$ cat src/pkg/i2c_bc_pkg.sv
/*
  Constants for the frame bit counter and interrupt enable block:
  register byte offsets, field positions, reset values and bus answers.
  Assumes a 32-bit AXI4-Lite register bus with 8-bit wide registers.
*/
`default_nettype none
package i2c_bc_pkg;
  localparam int ADDR_W = 8;

  localparam logic [7:0] OFS_MODE      = 8'h00;
  localparam logic [7:0] OFS_IRQ_EN    = 8'h04;
  localparam logic [7:0] OFS_STATUS    = 8'h08;
  localparam logic [7:0] OFS_TX_BUF    = 8'h0C;
  localparam logic [7:0] OFS_RX_BUF    = 8'h10;
  localparam logic [7:0] OFS_EVT       = 8'h14;
  localparam logic [7:0] OFS_EVT_CLR   = 8'h18;
  localparam logic [7:0] OFS_EVT_EN    = 8'h1C;
  localparam logic [7:0] OFS_CTRL      = 8'h20;

  localparam int MODE_WAIT_BIT = 6;
  localparam int MODE_WP_BIT   = 3;
  localparam int EN_TX_EMPTY   = 7;
  localparam int EN_TX_END     = 6;
  localparam int EN_RX_FULL    = 5;
  localparam int ST_TX_EMPTY   = 7;
  localparam int ST_TX_END     = 6;
  localparam int ST_RX_FULL    = 5;
  localparam int CTRL_TX_BIT   = 0;
  localparam int EVT_FRAME     = 0;
  localparam int EVT_LOAD      = 1;
  localparam int EVT_RECV      = 2;
  localparam int EVT_W         = 3;

  localparam logic [2:0] LEN_CODE_RESET = 3'h0;
  localparam logic [3:0] LEN_NINE       = 4'h9;
  localparam logic [1:0] MODE_ONES      = 2'h3;
  localparam logic [2:0] EN_RESET       = 3'h0;
  localparam logic [7:0] BYTE_RESET     = 8'h00;

  localparam logic [1:0] RESP_OKAY   = 2'h0;
  localparam logic [1:0] RESP_SLVERR = 2'h2;
endpackage
`default_nettype wire

$ cat src/core/i2c_bit_counter_irq_enable.sv
/*
  Frame bit counter, transmit/receive flags and interrupt enables of an
  I2C bus interface, with an AXI4-Lite register slave.
  Assumes scl and sda arrive asynchronously from the bus pins and that the
  testbench resolves the open-drain sda wire from sda_oe and its own drive; sda_out is not used.
*/
// Our own choices: the address map and the AXI4-Lite register port.
`timescale 1ns/10ps
`default_nettype none

// Operation
// - Count code 000 is 9 bits, else code+1
// - Count reads back bits still outstanding
// - One acknowledge bit follows every data frame
// - Count code returns to 000 after frame
// - Transmit-empty request needs flag and enable bit
// - Transmit-end set at ack clock while empty
// - Clearing flag or enable withdraws transmit-end request
// - Receive-full set when received byte moves over
// - Clearing flag or enable withdraws receive-full request
// - Transmit-empty set when buffer moves to shift
module i2c_bit_counter_irq_enable
  import i2c_bc_pkg::*;
(
  input  wire logic              aclk,          // Bus clock, 50 MHz
  input  wire logic              aresetn,       // Synchronous reset, low
  input  wire logic [ADDR_W-1:0] awaddr,        // Write address
  input  wire logic              awvalid,       // Write address valid
  output logic                   awready,       // Write address ready
  input  wire logic [31:0]       wdata,         // Write data
  input  wire logic [3:0]        wstrb,         // Write byte strobes
  input  wire logic              wvalid,        // Write data valid
  output logic                   wready,        // Write data ready
  output logic [1:0]             bresp,         // Write response
  output logic                   bvalid,        // Write response valid
  input  wire logic              bready,        // Write response ready
  input  wire logic [ADDR_W-1:0] araddr,        // Read address
  input  wire logic              arvalid,       // Read address valid
  output logic                   arready,       // Read address ready
  output logic [31:0]            rdata,         // Read data
  output logic [1:0]             rresp,         // Read response
  output logic                   rvalid,        // Read data valid
  input  wire logic              rready,        // Read data ready
  input  wire logic              scl_in,        // Serial clock pin level
  input  wire logic              sda_in,        // Serial data pin level
  output logic                   sda_out,       // Serial data drive level
  output logic                   sda_oe,        // Serial data drive enable
  output logic                   tx_empty_irq,  // Transmit-empty request
  output logic                   tx_end_irq,    // Transmit-end request
  output logic                   rx_full_irq,   // Receive-full request
  output logic                   irq            // Event interrupt
);

  logic [ADDR_W-1:0] wa;
  logic [7:0]        wd;
  logic              wbyte;
  logic              aw_got;
  logic              w_got;
  logic              wr_done, wr_en;
  logic              scl_meta, scl_sync, scl_prev;
  logic              sda_meta, sda_sync;
  logic              scl_rise, scl_fall;
  logic [2:0]        code;
  logic [3:0]        rem;
  logic              wait_bit;
  logic              tx_mode;
  logic [2:0]        irq_en;
  logic              tx_buf_empty_flag, tx_end_flag, rx_buf_full_flag;
  logic [7:0]        tx_buf, rx_buf, shift;
  logic              tx_buf_full, shift_full;
  logic              load;
  logic              last_data, ack_rise;
  logic [EVT_W-1:0]  evt, evt_en, evt_set;
  logic [31:0]       next_rdata;
  logic              next_rmapped;

  function automatic logic [3:0] frame_total(input logic [2:0] c);
    frame_total = (c == 3'h0) ? LEN_NINE + 4'h1 : {1'b0, c} + 4'h2;
  endfunction

  function automatic logic mapped(input logic [ADDR_W-1:0] a);
    mapped = a inside {OFS_MODE, OFS_IRQ_EN, OFS_STATUS, OFS_TX_BUF, OFS_RX_BUF,
                       OFS_EVT, OFS_EVT_CLR, OFS_EVT_EN, OFS_CTRL};
  endfunction

  // Write channel: address and data in either order, one write at a time
  always_ff @(posedge aclk) begin
    if (!aresetn) begin
      awready <= 1'b1;
      wready  <= 1'b1;
      aw_got  <= 1'b0;
      w_got   <= 1'b0;
      bvalid  <= 1'b0;
      bresp   <= RESP_OKAY;
      wa      <= '0;
      wd      <= BYTE_RESET;
      wbyte   <= 1'b0;
    end else begin
      if (awvalid && awready) begin
        wa      <= {awaddr[ADDR_W-1:2], 2'b00};
        aw_got  <= 1'b1;
        awready <= 1'b0;
      end
      if (wvalid && wready) begin
        wd     <= wdata[7:0];
        wbyte  <= wstrb[0];
        w_got  <= 1'b1;
        wready <= 1'b0;
      end
      if (wr_done) begin
        bvalid <= 1'b1;
        bresp  <= mapped(wa) ? RESP_OKAY : RESP_SLVERR;
      end
      if (bvalid && bready) begin
        bvalid  <= 1'b0;
        aw_got  <= 1'b0;
        w_got   <= 1'b0;
        awready <= 1'b1;
        wready  <= 1'b1;
      end
    end
  end

  assign wr_done = aw_got && w_got && !bvalid;
  assign wr_en   = wr_done && wbyte;  // Without byte 0 the write is answered, not applied

  // Read channel
  always_comb begin
    next_rdata   = 32'h0000_0000;
    next_rmapped = mapped({araddr[ADDR_W-1:2], 2'b00});
    unique case ({araddr[ADDR_W-1:2], 2'b00})
      OFS_MODE:    next_rdata[7:0] = {1'b0, wait_bit, MODE_ONES, 1'b1,
                                      (rem != 4'h0) ? rem[2:0] : code};
      OFS_IRQ_EN:  next_rdata[7:0] = {irq_en, 5'h00};
      OFS_STATUS:  next_rdata[7:0] = {tx_buf_empty_flag, tx_end_flag, rx_buf_full_flag, 5'h00};
      OFS_TX_BUF:  next_rdata[7:0] = tx_buf;
      OFS_RX_BUF:  next_rdata[7:0] = rx_buf;
      OFS_EVT:     next_rdata[EVT_W-1:0] = evt;
      OFS_EVT_EN:  next_rdata[EVT_W-1:0] = evt_en;
      OFS_CTRL:    next_rdata[CTRL_TX_BIT] = tx_mode;
      default:     next_rdata = 32'h0000_0000;
    endcase
  end

  always_ff @(posedge aclk) begin
    if (!aresetn) begin
      arready <= 1'b1;
      rvalid  <= 1'b0;
      rdata   <= 32'h0000_0000;
      rresp   <= RESP_OKAY;
    end else if (arvalid && arready) begin
      arready <= 1'b0;
      rvalid  <= 1'b1;
      rdata   <= next_rdata;
      rresp   <= next_rmapped ? RESP_OKAY : RESP_SLVERR;
    end else if (rvalid && rready) begin
      rvalid  <= 1'b0;
      arready <= 1'b1;
    end
  end

  // Pin synchronisers and serial clock edges
  always_ff @(posedge aclk) begin
    if (!aresetn) begin
      scl_meta <= 1'b1;
      scl_sync <= 1'b1;
      scl_prev <= 1'b1;
      sda_meta <= 1'b1;
      sda_sync <= 1'b1;
    end else begin
      scl_meta <= scl_in;
      scl_sync <= scl_meta;
      scl_prev <= scl_sync;
      sda_meta <= sda_in;
      sda_sync <= sda_meta;
    end
  end

  assign scl_rise  = scl_sync && !scl_prev;
  assign scl_fall  = !scl_sync && scl_prev;
  assign last_data = scl_rise && (rem == 4'h2);
  assign ack_rise  = scl_rise && (rem == 4'h1);

  // Count code and remaining bits of the running frame
  always_ff @(posedge aclk) begin
    if (!aresetn) begin
      code     <= LEN_CODE_RESET;
      rem      <= 4'h0;
      wait_bit <= 1'b0;
    end else begin
      if (wr_en && wa == OFS_MODE) begin
        wait_bit <= wd[MODE_WAIT_BIT];
        if (!wd[MODE_WP_BIT]) begin
          code <= wd[2:0];
        end
      end
      if (scl_rise) begin
        if (rem == 4'h0) begin
          rem <= frame_total(code) - 4'h1;
        end else begin
          rem <= rem - 4'h1;
        end
        if (rem == 4'h1) begin
          code <= LEN_CODE_RESET;
        end
      end
    end
  end

  // Control and enable registers
  always_ff @(posedge aclk) begin
    if (!aresetn) begin
      irq_en  <= EN_RESET;
      evt_en  <= '0;
      tx_mode <= 1'b0;
    end else if (wr_en) begin
      if (wa == OFS_IRQ_EN) begin
        irq_en <= wd[EN_TX_EMPTY:EN_RX_FULL];
      end
      if (wa == OFS_EVT_EN) begin
        evt_en <= wd[EVT_W-1:0];
      end
      if (wa == OFS_CTRL) begin
        tx_mode <= wd[CTRL_TX_BIT];
      end
    end
  end

  // Transmit buffer and shift register
  assign load = (rem == 4'h0) && !scl_rise && tx_mode && tx_buf_full && !shift_full;

  always_ff @(posedge aclk) begin
    if (!aresetn) begin
      tx_buf      <= BYTE_RESET;
      tx_buf_full <= 1'b0;
      shift       <= BYTE_RESET;
      shift_full  <= 1'b0;
      rx_buf      <= BYTE_RESET;
    end else begin
      if (load) begin
        shift       <= tx_buf;
        shift_full  <= 1'b1;
        tx_buf_full <= 1'b0;
      end
      if (wr_en && wa == OFS_TX_BUF) begin
        tx_buf      <= wd;
        tx_buf_full <= 1'b1;
      end
      if (scl_rise && rem != 4'h1) begin
        shift <= {shift[6:0], tx_mode ? 1'b1 : sda_sync};
      end
      if (last_data && !tx_mode) begin
        rx_buf <= {shift[6:0], sda_sync};
      end
      if (ack_rise) begin
        shift_full <= 1'b0;
      end
    end
  end

  // Status flags; a hardware set wins over a software clear
  always_ff @(posedge aclk) begin
    if (!aresetn) begin
      tx_buf_empty_flag <= 1'b0;
      tx_end_flag       <= 1'b0;
      rx_buf_full_flag  <= 1'b0;
    end else begin
      if (wr_en && wa == OFS_STATUS) begin
        if (!wd[ST_TX_EMPTY]) tx_buf_empty_flag <= 1'b0;
        if (!wd[ST_TX_END]) tx_end_flag <= 1'b0;
        if (!wd[ST_RX_FULL]) rx_buf_full_flag <= 1'b0;
      end
      if (wr_en && wa == OFS_TX_BUF) begin
        tx_buf_empty_flag <= 1'b0;
        tx_end_flag       <= 1'b0;
      end
      if (load) tx_buf_empty_flag <= 1'b1;
      if (ack_rise && tx_buf_empty_flag) tx_end_flag <= 1'b1;
      if (last_data && !tx_mode) rx_buf_full_flag <= 1'b1;
    end
  end

  // Serial data drive, changed at scl falling edges and when the buffer moves to shift
  always_ff @(posedge aclk) begin
    if (!aresetn) begin
      sda_out <= 1'b0;
      sda_oe  <= 1'b0;
    end else if (scl_fall) begin
      if (rem == 4'h1) begin
        sda_oe <= !tx_mode;
      end else if (tx_mode && shift_full && rem != 4'h0) begin
        sda_oe <= !shift[7];
      end else begin
        sda_oe <= 1'b0;
      end
    end else if (load) begin
      sda_oe <= !tx_buf[7];
    end
  end

  // Interrupt requests and sticky event interrupt
  assign evt_set = {last_data && !tx_mode, load, ack_rise};

  always_ff @(posedge aclk) begin
    if (!aresetn) begin
      evt          <= '0;
      irq          <= 1'b0;
      tx_empty_irq <= 1'b0;
      tx_end_irq   <= 1'b0;
      rx_full_irq  <= 1'b0;
    end else begin
      evt          <= (evt & ~((wr_en && wa == OFS_EVT_CLR) ? wd[EVT_W-1:0] : '0))
                      | evt_set;
      irq          <= |(evt & evt_en);
      tx_empty_irq <= tx_buf_empty_flag && irq_en[2];
      tx_end_irq   <= tx_end_flag && irq_en[1];
      rx_full_irq  <= rx_buf_full_flag && irq_en[0];
    end
  end
endmodule

`default_nettype wire

$ cat config.mk
export PLATFORM = sky130hd
export DESIGN_NAME = i2c_bit_counter_irq_enable
export DESIGN_NICKNAME = d
export VERILOG_FILES = /design/src/pkg/i2c_bc_pkg.sv /design/src/core/i2c_bit_counter_irq_enable.sv
export SDC_FILE = /design/constraint.sdc
export NUM_CORES = 1
export LEC_CHECK = 0
export ABC_AREA = 1
export BUFFER_PORTS_ARGS = -buffer_cell sky130_fd_sc_hd__buf_2
export CAP_MARGIN = 20
export CORE_MARGIN = 2
export CORE_UTILIZATION = 51
export DETAILED_ROUTE_END_ITERATION = 7
export HOLD_SLACK_MARGIN = 0.12
export PLACE_DENSITY_LB_ADDON = 0.12
export SYNTH_ARGS = -nofsm -noshare
export SYNTH_HDL_FRONTEND = slang
export SYNTH_SLANG_ARGS = --single-unit
$ cat constraint.sdc
create_clock -name aclk -period 4.2 [get_ports aclk]
set_clock_uncertainty 0.05 [all_clocks]
set_input_delay 0.42 -clock aclk [delete_from_list [all_inputs] [get_ports aclk]]
set_output_delay 0.42 -clock aclk [all_outputs]
set_load 0.005 [all_outputs]
==> results by group <==
Critical path
  • Flop-to-flop setup slack: 2.45 ns
  • RR Endpoint: rx_buf_full_flag
  • Start of the worst register-to-register path: scl_sync
  • Crit end category: flip-flop
  • Crit path DAT: 2.14 ns
  • Critical path launch point type: input pin
  • Max FO, Critical Path: 58
  • Worst-case reg-to-reg path depth: 9
  • Required time of the critical path: 4.43 ns
  • Setup CP Type: input pin to flip-flop

Synth
  • Mapped Cells: 574
  • Share of the synthesized area in the top cell type: 41.6%
  • Ys Warns: 0
  • Sequential share of the synthesized area: 41.6%
  • Combinational family with the most area after synthesis: simple AND/OR/NAND/NOR gates
  • Mean Syn Cell Area: 7.46 um^2
  • Post-Syn Area: 0.00428 mm^2
  • Flops & latches, synth: 89
  • Synth area leader: dfxtp_1
  • Post-synthesis xor/xnor area fraction: 0.204%
  • Largest cells by area after synthesis: dfxtp_1 (42%), nand2_1 (8.9%), o21ai_0 (6.3%)
  • Post-synthesis mux area share: 0%
  • Synth Area in Adders: 2.04%
  • Synth Area in Simple Gates: 26.3%
  • Synth unique cells: 33
  • Compound-cell area share of the yosys netlist: 17.5%

Final layout
  • Register area: 0.00178 mm^2
  • Nets: 687
  • Ratio of cells with drive above 1 in the final layout: 17.5%
  • Filler cells: 805
  • Most frequent cells in the layout: nand2_1 (102), dfxtp_1 (89), nor2_1 (56), inv_1 (54), o21ai_0 (54)
  • # diodes: 0
  • Synth-to-layout area growth: 9.32%
  • Most common cell after layout, fill and taps aside: nand2_1
  • Multi-input logic area: 0.00207 mm^2

Timing
  • Final WS setup: 2.30 ns
  • Final Hold Vio Count: 0
  • Worst slew margin relative to its limit: 35.9%
  • Slew Limit Fails: 0
  • # setup viols final: 0
  • Final worst-path cycle share: 45.3%
  • RSZ-0062 raised after global routing: no
  • Worst-margin pin slew: 0.960 ns
  • Fin Setup TNS: 0 ns
  • Minimum clock period: 1.90 ns
  • Peak Freq: 526 MHz

Route
  • DR WL/cell: 13.3 um
  • First-pass iteration count of the detailed router: 5
  • DRT iter0 DRCs: 188
  • DR vias/cell: 5.17
  • Total Routed Length: 9710 um
  • Vias: 3769
  • DR DRC count: 0
  • Antenna Nets Post-Route: 0

CTS
  • H-tree levels: 3
  • Setup bufs post-CTS: 0
  • Num Clock Sinks: 89
  • CTS tree: built
  • CTS Hold Bufs: 0
  • Skew-Pair Late Insertion Delay: 0.36 ns
  • CTS resizes: 0
  • CTS root buffer: clkbuf_8
  • Total CTS buffers: 9
  • CTS clk-pin slew, worst paths: 0.09 ns
  • Deepest clock path buffer count: 2

Die
  • Initial Util: 52.4%
  • Die Width: 95.7 um
  • Core area: 0.00818 mm^2
  • Rows: 33
  • I/O Pins: 108
  • Die Height: 95.7 um
  • Die area: 0.00915 mm^2

Power and ir drop
  • Overall power: 1660 uW
  • Worst vdd ir: 0.165 mV
  • Leak Pwr: 0.00199 uW
  • Pwr dens: 355 mW/mm^2

Worst hold path
  • Hold wc startpoint: sda_in
  • Hold depth: 2
  • Hold Crit Class: input pin to flip-flop
  • Worst Hold End: sda_meta

GRT
  • Grt met3 use: 3.79%
  • Gr busiest metal: met2
  • Met1 Use GR: 30.6%
  • Antenna violations before repair: 0
  • Vias in the first global route: 3276
  • Global-route wire length before repair: 15900 um
  • GR met2 Demand/Resource: 37.2%
  • Total Routing Usage GR: 22.8%
  • Largest net degree at the start of global routing: 59
  • Remaining Overflow, GRT: 0

Placement
  • Setup Slack @ Placement: 1.93 ns
  • Port bufs: 49
  • HPWL Detailed: 7100 um
  • Final GP Congestion: 0.831

Outcome
  • Outcome: finished clean

Run
  • Max Cap Viol: 0
## sequential cells by signal (all words and copies together), names as in the netlist, 3 cells and up
name    cells
tx_buf      8
evt_en      3
rdata       8
wa          6
shift       8
evt         3
rx_buf      8
irq_en      3
wd          8
code        3
rem         4
## Yosys cell counts (all sizes together)
library cell,n
ha,7
a31oi,10
o21ai,77
nand4,7
inv,62
conb,1
nand2,108
nor2,74
nor3,3
buf,33
nand3,28
o211ai,5
clkbuf,9
dfxtp,89
or2,6
xnor2,1
a21oi,53
clkinv,1
## per-stage QoR
| stage | util, % | instance area (um^2) | cells | hold WS (ns) |
|---|---|---|---|---|
| 2_1_floorplan | - | 4380 | 600 | 0.343 |
| 3_5_place_dp | 54.8 | 4480 | 713 | 0.348 |
| 5_1_grt | 57.3 | 4680 | 729 | 0.168 |
| 6_report | 57.3 | 4680 | 729 | 0.189 |
| 3_3_place_gp | 54.8 | 4480 | 713 | 0.344 |
| 4_1_cts | 57.3 | 4680 | 729 | 0.178 |
## per-layer routing
metal  part of all wire (%)  vias up
met2                     46      148
met3                    6.7       13
li1                       -     1918
met5                      0        -
met1                     45     1690
met4                    1.3        0
## kinds of logic after synthesis
kind of cell,Yosys count
AO/OA/AOI/OAI,145
XOR/XNOR,1
buffers and inverters,105
other,1
adder cells (fa/ha/maj),7
AND/OR/NAND/NOR,226
flip-flops,89
## critical path, stage by stage
cell and delay (ns):
buf_2 0.08, buf_4 0.43, inv_1 0.57, a21oi_1 0.38, inv_1 0.11, a21oi_1 0.13
## layout make-up
type | count | area share [%]
Clock inverter | 7 | 1.66
Inverter | 63 | 5.18
Clock buffer | 9 | 2.64
Tap cell | 105 | 2.81
Timing Repair Buffer | 50 | 5.40
Multi-Input combinational cell | 406 | 44.3
Sequential cell | 89 | 38.0
## worst max-delay path by stage
stage,startpoint,endpoint,depth (start not counted)
after global placement,aresetn,bvalid,6
after floorplan,rem[0],shift[3],9
after detailed placement,aresetn,bvalid,6
final,aresetn,bvalid,6
after global routing,aresetn,bvalid,6
after CTS,aresetn,bvalid,6
## report_power, final
part | total, uW | internal (uW) | switching [uW]
Clock | 601 | 280 | 320
Combinational | 165 | 53.8 | 111
Sequential | 895 | 872 | 22.9
Power figures use the tool's default switching activity.
